## src/pkg/qpec_pkg.sv

```systemverilog
// constants and carrier types for the quad program / erase command block
package qpec_pkg;
   // ****************************************
   // opcodes
   // ****************************************
   localparam logic [7:0] OP_QPROG = 8'h32;
   localparam logic [7:0] OP_QPROG_W = 8'h34;
   localparam logic [7:0] OP_SECT = 8'h20;
   localparam logic [7:0] OP_SECT_W = 8'h21;
   localparam logic [7:0] OP_HALF = 8'h52;
   localparam logic [7:0] OP_HALF_W = 8'h53;
   localparam logic [7:0] OP_BLK = 8'hd8;
   localparam logic [7:0] OP_BLK_W = 8'hdc;
   localparam logic [7:0] OP_WR_EN = 8'h06;
   // ****************************************
   // geometry
   // ****************************************
   localparam int PAGE_BYTES = 256;
   localparam int PAGE_BITS = 8;
   localparam int SECT_BITS = 12;
   localparam int HALF_BITS = 15;
   localparam int BLK_BITS = 16;
   localparam int HALF_SEL_BIT = 15;
   localparam int ADDR_W = 32;
   localparam logic [5:0] ADDR_BITS_NARROW = 6'h18;
   localparam logic [5:0] ADDR_BITS_WIDE = 6'h20;
   localparam logic [5:0] OPC_BITS = 6'h08;
   // ****************************************
   // timing, clock in MHz, job times in microseconds
   // ****************************************
   localparam int CLK_MHZ = 25;
   localparam int T_PROG_US = 400;
   localparam int T_SECT_US = 1000;
   localparam int T_HALF_US = 2000;
   localparam int T_BLK_US = 4000;
   // ****************************************
   // types
   // ****************************************
   typedef enum logic [1:0] {
      QPEC_OP_PROG,
      QPEC_OP_SECT,
      QPEC_OP_HALF,
      QPEC_OP_BLK
   } qpec_op_t;
   // request handed to the array side at the start of a self-timed job
   typedef struct packed {
      qpec_op_t op;
      logic [ADDR_W-1:0] base;
      logic [ADDR_W-1:0] last;
   } qpec_job_t;
   // status bits shown to the host
   typedef struct packed {
      logic write_in_progress;
      logic write_enable_latch;
      logic prog_err;
      logic erase_err;
   } qpec_status_t;
endpackage : qpec_pkg

```

## src/hdl/qpec_sync.sv

```systemverilog
// two flop synchroniser for a bundle of pin levels
`timescale 1ns/1ns
module qpec_sync #(
   parameter int W = 1
) (
   // clock and reset
   input wire logic clk,
   input wire logic rst_n,
   // levels
   input wire logic [W-1:0] d,
   output logic [W-1:0] q
);
   logic [W-1:0] meta_ff;
   // first stage feeds only the second
   always_ff @(posedge clk or negedge rst_n) begin
      if (!rst_n) begin
         meta_ff <= '0;
         q <= '0;
      end else begin
         meta_ff <= d;
         q <= meta_ff;
      end
   end
endmodule : qpec_sync

```

## src/hdl/qpec_core.sv

```systemverilog
// quad page program and sector / half block / block erase command sequencer
// Notes on behaviour
// - opcodes 32h and 34h are quad page program; bits only go one to zero.
// - program data arrives four bits per serial clock on io0..io3.
// - quad program is accepted only when quad enable is one.
// - quad program needs the write enable latch set by a prior write enable.
// - 32h takes 3 or 4 address bytes by select bit; 34h always 4.
// - program runs only if chip select rises on a whole byte boundary.
// - page buffer holds 256 bytes, page aligned, address wraps within the page.
// - program error flag set when programming fails or hits protection.
// - write in progress is high while the program job runs.
// - opcodes 20h and 21h erase the addressed 4 KB sector to ones.
// - every erase needs the write enable latch set.
// - erase starts only if chip select rises right after the last address bit.
// - erase pre-programs then erases, starting when chip select rises.
// - write in progress reads one during erase, zero when done.
// - protected sector erase is skipped and sets the erase error flag.
// - 52h / 53h erase a half block chosen by address bit 15.
// - any protection inside the half block skips it and sets erase error.
// - opcodes D8h and DCh erase the addressed 64 KB block.
// - any protection inside the block skips it and sets erase error.
// - 20h, 52h, D8h follow the select bit; 21h, 53h, DCh take 4 bytes.
// - in four bit command mode opcode and address move four bits per clock.
`timescale 1ns/1ns
module qpec_core #(
   parameter int ARRAY_ADDR_W = 23,
   parameter int PROG_CYC = qpec_pkg::T_PROG_US * qpec_pkg::CLK_MHZ,
   parameter int SECT_CYC = qpec_pkg::T_SECT_US * qpec_pkg::CLK_MHZ,
   parameter int HALF_CYC = qpec_pkg::T_HALF_US * qpec_pkg::CLK_MHZ,
   parameter int BLK_CYC = qpec_pkg::T_BLK_US * qpec_pkg::CLK_MHZ
) (
   // clock and reset
   input wire logic clk,
   input wire logic rst_n,
   // serial pins, sampled
   input wire logic cs_n,
   input wire logic sck,
   input wire logic [3:0] io_in,
   // configuration
   input wire logic address_length_select,
   input wire logic quad_enable,
   input wire logic four_bit_command_mode,
   // protection answer from the array side, combinational on job
   input wire logic range_protected,
   input wire logic prog_fail,
   // software clears for error flags
   input wire logic clr_errors,
   // array side
   output qpec_pkg::qpec_job_t job_ff,
   output logic job_start_ff,
   output logic pre_program_ff,
   output logic buf_we_ff,
   output logic [qpec_pkg::PAGE_BITS-1:0] buf_addr_ff,
   output logic [7:0] buf_data_ff,
   // status
   output qpec_pkg::qpec_status_t status_ff
);
   // ****************************************
   // pin synchronisers and edges
   // ****************************************
   logic [5:0] pins_s;
   logic sck_d_ff;
   logic cs_d_ff;
   // select travels inverted so a synchroniser in reset reads as deselected
   qpec_sync #(.W(6)) u_sync (
      .clk(clk),
      .rst_n(rst_n),
      .d({~cs_n, sck, io_in}),
      .q(pins_s)
   );
   wire cs_s = ~pins_s[5];
   wire sck_s = pins_s[4];
   wire [3:0] io_s = pins_s[3:0];
   wire sck_rise = sck_s & ~sck_d_ff;
   wire cs_rise = cs_s & ~cs_d_ff;
   // delayed copies for edge detection
   always_ff @(posedge clk or negedge rst_n) begin
      if (!rst_n) begin
         sck_d_ff <= 1'b0;
         cs_d_ff <= 1'b1;
      end else begin
         sck_d_ff <= sck_s;
         cs_d_ff <= cs_s;
      end
   end

   // ****************************************
   // frame sequencer
   // ****************************************
   typedef enum logic [1:0] {
      ST_OPC,
      ST_ADDR,
      ST_DATA,
      ST_SKIP
   } qpec_frame_t;
   qpec_frame_t frame_ff;
   logic [5:0] bit_cnt_ff;
   logic [7:0] opc_ff;
   logic [qpec_pkg::ADDR_W-1:0] addr_ff;
   logic [5:0] addr_len_ff;
   logic [7:0] byte_ff;
   logic [2:0] dbit_ff;
   logic data_seen_ff;
   logic busy_ff;
   logic [31:0] timer_ff;

   // lane count: quad for program data and in four bit mode
   wire quad_lane = four_bit_command_mode | (frame_ff == ST_DATA);
   wire [5:0] step = quad_lane ? 6'h04 : 6'h01;
   wire [7:0] opc_nxt = quad_lane ? {opc_ff[3:0], io_s} : {opc_ff[6:0], io_s[0]};
   wire [qpec_pkg::ADDR_W-1:0] addr_nxt = quad_lane ? {addr_ff[27:0], io_s}
      : {addr_ff[30:0], io_s[0]};
   wire [7:0] byte_nxt = {byte_ff[3:0], io_s};
   wire [5:0] cnt_nxt = bit_cnt_ff + step;

   // opcode classification
   wire [7:0] opc_now = opc_nxt;
   wire is_prog = (opc_now == qpec_pkg::OP_QPROG) || (opc_now == qpec_pkg::OP_QPROG_W);
   wire is_sect = (opc_now == qpec_pkg::OP_SECT) || (opc_now == qpec_pkg::OP_SECT_W);
   wire is_half = (opc_now == qpec_pkg::OP_HALF) || (opc_now == qpec_pkg::OP_HALF_W);
   wire is_blk = (opc_now == qpec_pkg::OP_BLK) || (opc_now == qpec_pkg::OP_BLK_W);
   wire is_wide = (opc_now == qpec_pkg::OP_QPROG_W) || (opc_now == qpec_pkg::OP_SECT_W)
      || (opc_now == qpec_pkg::OP_HALF_W) || (opc_now == qpec_pkg::OP_BLK_W);
   // preconditions: latch set, quad set for program, not already busy
   wire prog_ok = status_ff.write_enable_latch & quad_enable;
   wire erase_ok = status_ff.write_enable_latch;
   wire accept = ~busy_ff & ((is_prog & prog_ok) | ((is_sect | is_half | is_blk) & erase_ok));
   wire [5:0] len_sel = (is_wide | address_length_select) ? qpec_pkg::ADDR_BITS_WIDE
      : qpec_pkg::ADDR_BITS_NARROW;

   // shift engine, one step per sampled serial clock rise
   always_ff @(posedge clk or negedge rst_n) begin
      if (!rst_n) begin
         frame_ff <= ST_OPC;
         bit_cnt_ff <= '0;
         opc_ff <= '0;
         addr_ff <= '0;
         addr_len_ff <= qpec_pkg::ADDR_BITS_NARROW;
         byte_ff <= '0;
         dbit_ff <= '0;
         data_seen_ff <= 1'b0;
      end else if (cs_s) begin
         frame_ff <= ST_OPC;
         bit_cnt_ff <= '0;
         dbit_ff <= '0;
         data_seen_ff <= 1'b0;
      end else if (sck_rise) begin
         unique case (frame_ff)
            ST_OPC: begin
               opc_ff <= opc_nxt;
               bit_cnt_ff <= cnt_nxt;
               if (cnt_nxt == qpec_pkg::OPC_BITS) begin
                  // a refused opcode other than write enable can never launch
                  bit_cnt_ff <= (accept || opc_nxt == qpec_pkg::OP_WR_EN) ? '0 : step;
                  addr_ff <= '0;
                  addr_len_ff <= len_sel;
                  frame_ff <= accept ? ST_ADDR : ST_SKIP;
               end
            end
            ST_ADDR: begin
               addr_ff <= addr_nxt;
               bit_cnt_ff <= cnt_nxt;
               if (cnt_nxt == addr_len_ff) begin
                  bit_cnt_ff <= '0;
                  // program goes on to data, erase frames must now end
                  frame_ff <= (opc_ff == qpec_pkg::OP_QPROG || opc_ff == qpec_pkg::OP_QPROG_W)
                     ? ST_DATA : ST_SKIP;
               end
            end
            ST_DATA: begin
               byte_ff <= byte_nxt;
               dbit_ff <= dbit_ff + 3'h4;
               if (dbit_ff == 3'h4) begin
                  data_seen_ff <= 1'b1;
               end
            end
            ST_SKIP: begin
               bit_cnt_ff <= step; // nonzero, no wrap back to zero
            end
         endcase
      end
   end

   // ****************************************
   // page buffer write port
   // ****************************************
   logic [qpec_pkg::PAGE_BITS-1:0] page_ptr_ff;
   // bytes go to buffer offset, wrapping inside the page
   always_ff @(posedge clk or negedge rst_n) begin
      if (!rst_n) begin
         buf_we_ff <= 1'b0;
         buf_addr_ff <= '0;
         buf_data_ff <= '0;
         page_ptr_ff <= '0;
      end else begin
         buf_we_ff <= 1'b0;
         if (frame_ff == ST_ADDR && sck_rise && cnt_nxt == addr_len_ff) begin
            page_ptr_ff <= addr_nxt[qpec_pkg::PAGE_BITS-1:0];
         end else if (frame_ff == ST_DATA && sck_rise && dbit_ff == 3'h4 && !cs_s) begin
            buf_we_ff <= 1'b1;
            buf_addr_ff <= page_ptr_ff;
            buf_data_ff <= byte_nxt;
            page_ptr_ff <= page_ptr_ff + 8'h01;
         end
      end
   end

   // ****************************************
   // launch decision at chip select rise
   // ****************************************
   wire opc_prog_f = (opc_ff == qpec_pkg::OP_QPROG) || (opc_ff == qpec_pkg::OP_QPROG_W);
   wire opc_sect_f = (opc_ff == qpec_pkg::OP_SECT) || (opc_ff == qpec_pkg::OP_SECT_W);
   wire opc_half_f = (opc_ff == qpec_pkg::OP_HALF) || (opc_ff == qpec_pkg::OP_HALF_W);
   wire opc_blk_f = (opc_ff == qpec_pkg::OP_BLK) || (opc_ff == qpec_pkg::OP_BLK_W);
   // program: on a byte boundary with at least one byte
   wire go_prog = cs_rise & (frame_ff == ST_DATA) & data_seen_ff
      & (dbit_ff == 3'h0) & opc_prog_f;
   // erase: straight after the last address bit, nothing more clocked
   wire go_erase = cs_rise & (frame_ff == ST_SKIP) & (bit_cnt_ff == '0)
      & (opc_sect_f | opc_half_f | opc_blk_f) & status_ff.write_enable_latch;
   wire wr_en_seen = cs_rise & (frame_ff == ST_SKIP) & (bit_cnt_ff == '0)
      & (opc_ff == qpec_pkg::OP_WR_EN) & ~busy_ff;

   // address limited to the array, then aligned to the job size
   logic [qpec_pkg::ADDR_W-1:0] addr_arr;
   logic [qpec_pkg::ADDR_W-1:0] base_nxt;
   logic [qpec_pkg::ADDR_W-1:0] last_nxt;
   qpec_pkg::qpec_op_t op_nxt;
   logic [31:0] dur_nxt;
   always_comb begin
      addr_arr = addr_ff & ((32'h1 << ARRAY_ADDR_W) - 32'h1);
      base_nxt = addr_arr;
      last_nxt = addr_arr;
      op_nxt = qpec_pkg::QPEC_OP_PROG;
      dur_nxt = 32'(PROG_CYC);
      if (opc_prog_f) begin
         base_nxt = addr_arr & ~((32'h1 << qpec_pkg::PAGE_BITS) - 32'h1);
         last_nxt = base_nxt | ((32'h1 << qpec_pkg::PAGE_BITS) - 32'h1);
      end else if (opc_sect_f) begin
         op_nxt = qpec_pkg::QPEC_OP_SECT;
         dur_nxt = 32'(SECT_CYC);
         base_nxt = addr_arr & ~((32'h1 << qpec_pkg::SECT_BITS) - 32'h1);
         last_nxt = base_nxt | ((32'h1 << qpec_pkg::SECT_BITS) - 32'h1);
      end else if (opc_half_f) begin
         op_nxt = qpec_pkg::QPEC_OP_HALF;
         dur_nxt = 32'(HALF_CYC);
         // bit 15 keeps its value and picks sectors 0-7 or 8-15
         base_nxt = addr_arr & ~((32'h1 << qpec_pkg::HALF_BITS) - 32'h1);
         last_nxt = base_nxt | ((32'h1 << qpec_pkg::HALF_BITS) - 32'h1);
      end else if (opc_blk_f) begin
         op_nxt = qpec_pkg::QPEC_OP_BLK;
         dur_nxt = 32'(BLK_CYC);
         base_nxt = addr_arr & ~((32'h1 << qpec_pkg::BLK_BITS) - 32'h1);
         last_nxt = base_nxt | ((32'h1 << qpec_pkg::BLK_BITS) - 32'h1);
      end
   end

   // ****************************************
   // self-timed job and status
   // ****************************************
   logic check_ff;
   logic [31:0] dur_ff;
   // job registration, protection check one cycle later
   always_ff @(posedge clk or negedge rst_n) begin
      if (!rst_n) begin
         job_ff <= '0;
         check_ff <= 1'b0;
         dur_ff <= '0;
      end else begin
         check_ff <= go_prog | go_erase;
         if (go_prog | go_erase) begin
            job_ff.op <= op_nxt;
            job_ff.base <= base_nxt;
            job_ff.last <= last_nxt;
            dur_ff <= dur_nxt;
         end
      end
   end

   // busy timer; erase runs pre-program half then erase half
   always_ff @(posedge clk or negedge rst_n) begin
      if (!rst_n) begin
         busy_ff <= 1'b0;
         timer_ff <= '0;
         job_start_ff <= 1'b0;
         pre_program_ff <= 1'b0;
      end else begin
         job_start_ff <= 1'b0;
         if (go_prog | go_erase) begin
            busy_ff <= 1'b1;
         end else if (check_ff) begin
            if (range_protected) begin
               busy_ff <= 1'b0;
            end else begin
               job_start_ff <= 1'b1;
               timer_ff <= dur_ff;
               pre_program_ff <= (job_ff.op != qpec_pkg::QPEC_OP_PROG);
            end
         end else if (busy_ff) begin
            if (timer_ff <= 32'h1) begin
               busy_ff <= 1'b0;
               pre_program_ff <= 1'b0;
            end else begin
               timer_ff <= timer_ff - 32'h1;
               if (timer_ff == (dur_ff >> 1)) begin
                  pre_program_ff <= 1'b0;
               end
            end
         end
      end
   end

   // status flags; a set in the same cycle as a clear wins
   always_ff @(posedge clk or negedge rst_n) begin
      if (!rst_n) begin
         status_ff <= '0;
      end else begin
         status_ff.write_in_progress <= busy_ff | go_prog | go_erase;
         if (wr_en_seen) begin
            status_ff.write_enable_latch <= 1'b1;
         end else if (busy_ff && !check_ff && timer_ff <= 32'h1 && !job_start_ff) begin
            status_ff.write_enable_latch <= 1'b0;
         end else if (check_ff && range_protected) begin
            status_ff.write_enable_latch <= 1'b0;
         end
         if (check_ff && range_protected && job_ff.op == qpec_pkg::QPEC_OP_PROG) begin
            status_ff.prog_err <= 1'b1;
         end else if (busy_ff && prog_fail && job_ff.op == qpec_pkg::QPEC_OP_PROG) begin
            status_ff.prog_err <= 1'b1;
         end else if (clr_errors) begin
            status_ff.prog_err <= 1'b0;
         end
         if (check_ff && range_protected && job_ff.op != qpec_pkg::QPEC_OP_PROG) begin
            status_ff.erase_err <= 1'b1;
         end else if (clr_errors) begin
            status_ff.erase_err <= 1'b0;
         end
      end
   end
endmodule : qpec_core

```

## config.mk

```make
export PLATFORM = sky130hd
export DESIGN_NAME = qpec_core
export DESIGN_NICKNAME = d
export VERILOG_FILES = /design/src/pkg/qpec_pkg.sv /design/src/hdl/qpec_sync.sv /design/src/hdl/qpec_core.sv
export SDC_FILE = /design/constraint.sdc
export NUM_CORES = 1
export LEC_CHECK = 0
export BUFFER_PORTS_ARGS = -buffer_cell sky130_fd_sc_hd__buf_4
export CELL_PAD_IN_SITES_DETAIL_PLACEMENT = 1
export CELL_PAD_IN_SITES_GLOBAL_PLACEMENT = 1
export CORE_MARGIN = 3
export CORE_UTILIZATION = 41
export CTS_BUF_LIST = sky130_fd_sc_hd__clkbuf_8 sky130_fd_sc_hd__clkbuf_16
export CTS_CLUSTER_SIZE = 12
export DETAILED_ROUTE_END_ITERATION = 16
export PLACE_DENSITY = 0.88
export SKIP_LAST_GASP = 1
export SLEW_MARGIN = 25
export SYNTH_ARGS = -nofsm -noshare
export SYNTH_HDL_FRONTEND = slang
export SYNTH_HIERARCHICAL = 1
export SYNTH_SLANG_ARGS = --single-unit
```

## constraint.sdc

```tcl
create_clock -name clk -period 3.9 [get_ports clk]
set_clock_uncertainty 0.05 [all_clocks]
set_input_delay 0.585 -clock clk [delete_from_list [all_inputs] [get_ports clk]]
set_output_delay 0.585 -clock clk [all_outputs]
set_load 0.005 [all_outputs]
```

Yosys cells after proc, flatten, opt, wreduce, memory -nomap -nowiden:

Cells that the tools add are included.

* output and inout bits: 89
* memory bits (read-only): 0
* bits in registers: 212
* input port bits: 14
* memories kept: 0
* bits in latches: 0
* bits in writable memories: 0

* divide/modulo/power cells: 0
* add/sub/neg operators: 4
* magnitude comparators: 1
* eq/ne operators: 36
* mux-type cells: 70
* reductions and logical operators: 50
* bitwise gates (word level): 33
* shift operators: 0
* $mul: 0

Operator list (count)
* 16-bit two-way mux: 8
* 32-bit two-way mux: 4
* 17-bit two-way mux: 4
* 8-bit by 6-bit equality test with 1-bit output, second input constant: 8
* 23-bit two-way mux: 2
* 23-bit case mux with 2 select lines: 1
* 32-bit by 31-bit equality test with 1-bit output: 1
* 8-bit by 7-bit equality test with 1-bit output, second input constant: 4
* 8-bit equality test, second input constant: 4
* 32-bit by 1-bit <= comparator with 1-bit output, second input constant: 1
* 32-bit by 1-bit subtractor with 32-bit output, second input constant: 1
* 6-bit two-way mux: 5
* 1-bit two-way mux: 27
* 8-bit two-way mux: 3
* 4-bit AND reduction: 5
* 2-bit two-way mux: 9
* 6-bit case mux with 3 select lines: 1
* 1-bit AND: 16
* 8-bit by 3-bit equality test with 1-bit output, second input constant: 2
* 3-bit two-way mux: 5
* 1-bit logical AND: 13
* 1-bit logical OR: 12
* 2-bit != test, second input constant: 6
* 1-bit OR: 10
* other kinds (21): 42

Depth between registers and ports, before layout:

* depth in word-level cells: 16
* gate-level depth with buffers: 17
* mapped depth without buffers: 13

By module:

Netlist, hierarchy kept.

Modules (own cells, without submodules)
* qpec_core: area each 8351.8 um2, times used 1, sequential area each 4106.4 um2, cells each 882
* qpec_sync: area each 300.3 um2, times used 1, sequential area each 300.3 um2, cells each 12

Worst setup path after synthesis:

OpenSTA, ideal clock, no wires.

* kind: reg2reg
* start: register frame_ff[0]
* end: register buf_addr_ff[0] (netlist name)
* setup slack: -0.472 ns
* arrival time: 4.197 ns
* stages on the path, launching flop included: 18
* cells stage by stage: dfrtp_1 inv_1 ha_1 or2_2 clkbuf_1 clkinv_1 clkbuf_1 clkbuf_1 ha_1 ha_1 a21oi_1 or3_1 and4_1 o211ai_1 nor2_1 nor2_2 buf_2 mux2_2

* word-level cells in the longest chain between the ends: 8
* elaborated cells between the ends (all ways): 13
* classes of those cells: add/sub: 1; eq/ne: 3; mux: 1; bitwise: 2; reduce/logical: 6

RTL lines
* start: declaration: line qpec_core.sv:96 `qpec_frame_t frame_ff;`
* start signal: assignment: line qpec_core.sv:157 `frame_ff <= accept ? ST_ADDR : ST_SKIP;`
* start signal: assignment: line qpec_core.sv:166 `frame_ff <= (opc_ff == qpec_pkg::OP_QPROG || opc_ff == qpec_pkg::OP_QPROG_W)`
* 2-bit equality test: line qpec_core.sv:108, qpec_core.sv:199
* 1-bit OR: line qpec_core.sv:108 `wire quad_lane = four_bit_command_mode | (frame_ff == ST_DATA);`
* 3-bit two-way mux: line qpec_core.sv:109 `wire [5:0] step = quad_lane ? 6'h04 : 6'h01;`
* 6-bit by 3-bit adder with 6-bit output: line qpec_core.sv:114 `wire [5:0] cnt_nxt = bit_cnt_ff + step;`
* 6-bit equality test: line qpec_core.sv:197 `if (frame_ff == ST_ADDR && sck_rise && cnt_nxt == addr_len_ff) begin`
* 1-bit logical AND: line qpec_core.sv:197
* 1-bit inverter (no line)
* 2-bit AND reduction (no line) (*)
* end signal: assignment: line qpec_core.sv:201 `buf_addr_ff <= page_ptr_ff;`
* end: declaration: line qpec_core.sv:53 `output logic [qpec_pkg::PAGE_BITS-1:0] buf_addr_ff,`

Mark *: on every way between the ends. The rest lies on a longest branch, timed or not.
A chain may end at the register's enable or synchronous reset.

Final worst setup path:

* start: register frame_ff[0]
* end: register buf_data_ff[2]

* word-level cells in the longest chain between the ends: 8
* elaborated cells between the ends (all ways): 13
* classes of those cells: add/sub: 1; eq/ne: 3; mux: 1; bitwise: 2; reduce/logical: 6

RTL lines
* 2-bit equality test: line qpec_core.sv:108, qpec_core.sv:199
* 1-bit OR: line qpec_core.sv:108
* 3-bit two-way mux: line qpec_core.sv:109
* 6-bit by 3-bit adder with 6-bit output: line qpec_core.sv:114
* 6-bit equality test: line qpec_core.sv:197
* 1-bit logical AND: line qpec_core.sv:197
* 1-bit inverter (no line)
* 2-bit AND reduction (no line) (*)
* end signal: assignment: line qpec_core.sv:202 `buf_data_ff <= byte_nxt;`
* end: declaration: line qpec_core.sv:54 `output logic [7:0] buf_data_ff,`

Marks and branches as above.

==> metrics.txt <==
status finished clean; EDFF count, synth 0; Final Hold Fails 0; drt total wl 24.6 mm; endpoints failing setup 0; P_sw roughly 0.0012 W; total track usage 22.4%; HPWL Detailed 16.8 mm; Syn. warnings 6; ys async rst share 100%; Placer Congestion around 0.86; Die Ht 151 um; Most Frequent Cell on Critical Path ha_1; CTS clock-pin slew for the worst setup and hold paths 0.07 ns; setup bufs post-CTS 0; largest net degree at the start of global routing 91; power density over the cells ~440 nW/um2; initial antenna violation count 0; Site Rows 52; hold_buf cts 0; Final period util between 90% and 100%; CP startpoint kind flip-flop; R2R cell count 13; Via Count 7,033; Initial Util about 42%; met1 Use GR about 28%; CP Max Fanout 17; global-route met2 utilization 39.0%; Die ar. around 23,000 um2; slew margin rel. a little over two fifths; maximum clock insertion buffer count 2; VDD IR max 0.000277 V; DR pass1 iterations 5; Top delay family on crit path simple AND/OR/NAND/NOR gates; number of global-route vias before repair 7,588; WP data required roughly 4.2 ns; per-cell routed wire length 19.8 um; main flop type after synthesis dfrtp_1; antenna diode count 0; total grt overflow 0; vias per std cell 5.65; Area growth syn-to-layout 17.2%; GR peak layer met2; met3 Usage GRT under 10%; minimum hold slack 0.150 ns; H-tree depth 4; Critical path origin frame_ff[0]; r2r endpoint buf_data_ff[2]; crit path kind flip-flop to flip-flop; Yosys cell types 70; Initial DRC Count around 430; r2r setup slk about 0.3 ns; RSZ-0062 raised after global routing false; first-pass GRT wire length 40.5 mm; Bufs and invs on worst path 2; CP arrival a little under 4 ns; combinational power share a little over a tenth; max incr delay on CP slightly above 0.4 ns; endpoint kind of the worst setup timing path flip-flop; crit-path cells inv_1, ha_1, or2_2, clkinv_1, ha_1, ha_1, a21oi_1, or3_1, and4_1, o211ai_1, nor2_2, nor2_4, mux2_2; fin crit period 3.60 ns; Post-Synthesis Cells between 800 and 900; Worst-Margin Slew about 0.86 ns; r2r startpoint frame_ff[0]; post_cts resized 0; most frequent cells in the layout 174 x dfrtp_1, 136 x nand2_1, 100 x buf_4; layout cells sized above 1 approximately a fifth; Yosys reg bits ~180; clk_lat worst skew between 0.4 and 0.5 ns; Synth Cell Area just under 9000 um2; P_int around 0.0033 W; register share of total power a little under half; critical path's slowest cell mux2_2; Placeable Area slightly above 20,000 um2; CTS tree built; placed cells 1,213; Seq/Total Area, Yosys about half; Final Non-Filler Cells approximately 1,200; final net count just under 1,000; Root Buffer clkbuf_16; die width approximately 150 um; commonest non-fill, non-tap cell in the layout dfrtp_1; main area contributors after synthesis dfrtp_1 50%, nand2_1 5.9%, nor2_1 3.6%, mux2_2 2.9%, buf_4 2.4%; fmax approximately 280 MHz; max-cap violations 0; HP Class primary input to asynchronous set/reset pin; remaining antenna violation count after routing 0; syn avg cell area 9.68 um2; Leak roughly 4.8 nW; Port Buf Inserts 84; CTS Buf Count 17; top cell type's share of synthesized area 50.3%; switching share of power roughly a quarter; CTS Sinks between 150 and 200; area leader, netlist dfrtp_1; Post-route DRC 0; Ports roughly 100; Final Max Slew Viols 0; clock network power share between 40% and 50%; Setup TNS 0 ns
logic make-up after synthesis:
| logic type | synth area share [%] |
|---|---|
| mux | 5.18 |
| fa+ha+maj | 1.59 |
| other cells | 0.0433 |
| buf+inv | 5.19 |
| flops | 50.9 |
| xor+xnor | 3.75 |
| compound gates | 11.4 |
| simple gates | 21.9 |
flip-flops by register name (all words and copies together) (netlist names), 2 cells and up:
register / flops
page_ptr_ff: 8
opc_ff: 8
addr_len_ff: 2
buf_data_ff: 8
timer_ff: 32
addr_ff: 23
buf_addr_ff: 8
byte_ff: 4
u_sync/q: 6
frame_ff: 2
status_ff: 3
u_sync/meta_ff: 6
dur_ff: 10
job_ff: 40
bit_cnt_ff: 6
per-layer routing:
metal / share of wire (%) / wire length, um / vias up
li1: - / - / 3217
met1: 42 / 10300 / 3596
met2: 51 / 12600 / 176
met3: 4.5 / 1110 / 44
met4: 2.1 / 516 / 0
met5: 0 / 0 / -
stage by stage:
stage / util [%] / setup slack, ns / cell area, um2 / power, W
final: 49.5 / 0.299 / 10100 / 0.00448
after global routing: 49.5 / 0.0190 / 10100 / 0.00467
after CTS: 49.4 / 0.291 / 10100 / 0.00450
after detailed placement: 46.2 / 0.286 / 9470 / 0.00259
after global placement: 46.2 / 0.427 / 9470 / 0.00255
after floorplan: - / 0.00458 / 8730 / 0.00242
how the worst max path moves through the flow:
| stage | end | slack (ns) | cells past startpoint |
|---|---|---|---|
| detailed placement | buf_data_ff[3] | 0.29 | 12 |
| global route | addr_ff[3] | 0.02 | 13 |
| CTS | buf_data_ff[2] | 0.29 | 13 |
| floorplan | buf_addr_ff[0] | 0.005 | 17 |
| global placement | buf_addr_ff[7] | 0.43 | 12 |
| finish | buf_data_ff[2] | 0.30 | 13 |
cells in the mapped netlist, types with 4 or more instances:
cell type,count
o22ai_1,5
dfrtp_1,174
ha_1,11
and3_1,4
mux2_2,22
nand2_1,136
nor4b_1,5
or4_1,7
nor3_1,30
mux2i_1,20
nor2b_1,6
o21ai_0,41
nand4b_1,6
or2_2,7
inv_1,18
clkbuf_1,34
xnor2_1,21
o31ai_1,20
nor4_1,10
and4_1,4
or3_1,15
nand3_1,24
nand4_1,9
and2_1,14
buf_4,28
a21oi_1,35
a211oi_1,9
xor2_1,16
o21a_1,8
nor2_1,82
a21o_1,7
buf_2,5
power by group through the flow:
stage / Sequential, W / Combinational [W] / Clock (W)
finish: 0.00210 / 0.000468 / 0.00191
global route: 0.00212 / 0.000530 / 0.00203
CTS: 0.00209 / 0.000469 / 0.00194
detailed placement: 0.00212 / 0.000465 / 0
global placement: 0.00211 / 0.000435 / 0
floorplan: 0.00205 / 0.000367 / 0
layout make-up:
| cell class | count | area [um2] |
|---|---|---|
| sequential | 176 | 4410 |
| multi-input combinational | 645 | 3870 |
| clock inverter | 13 | 208 |
| inverter | 20 | 75.1 |
| timing repair buffer | 102 | 782 |
| fill | 2335 | 10400 |
| tap | 270 | 338 |
| clock buffer | 19 | 453 |
Note: power is estimated with default switching activity, not from simulation.
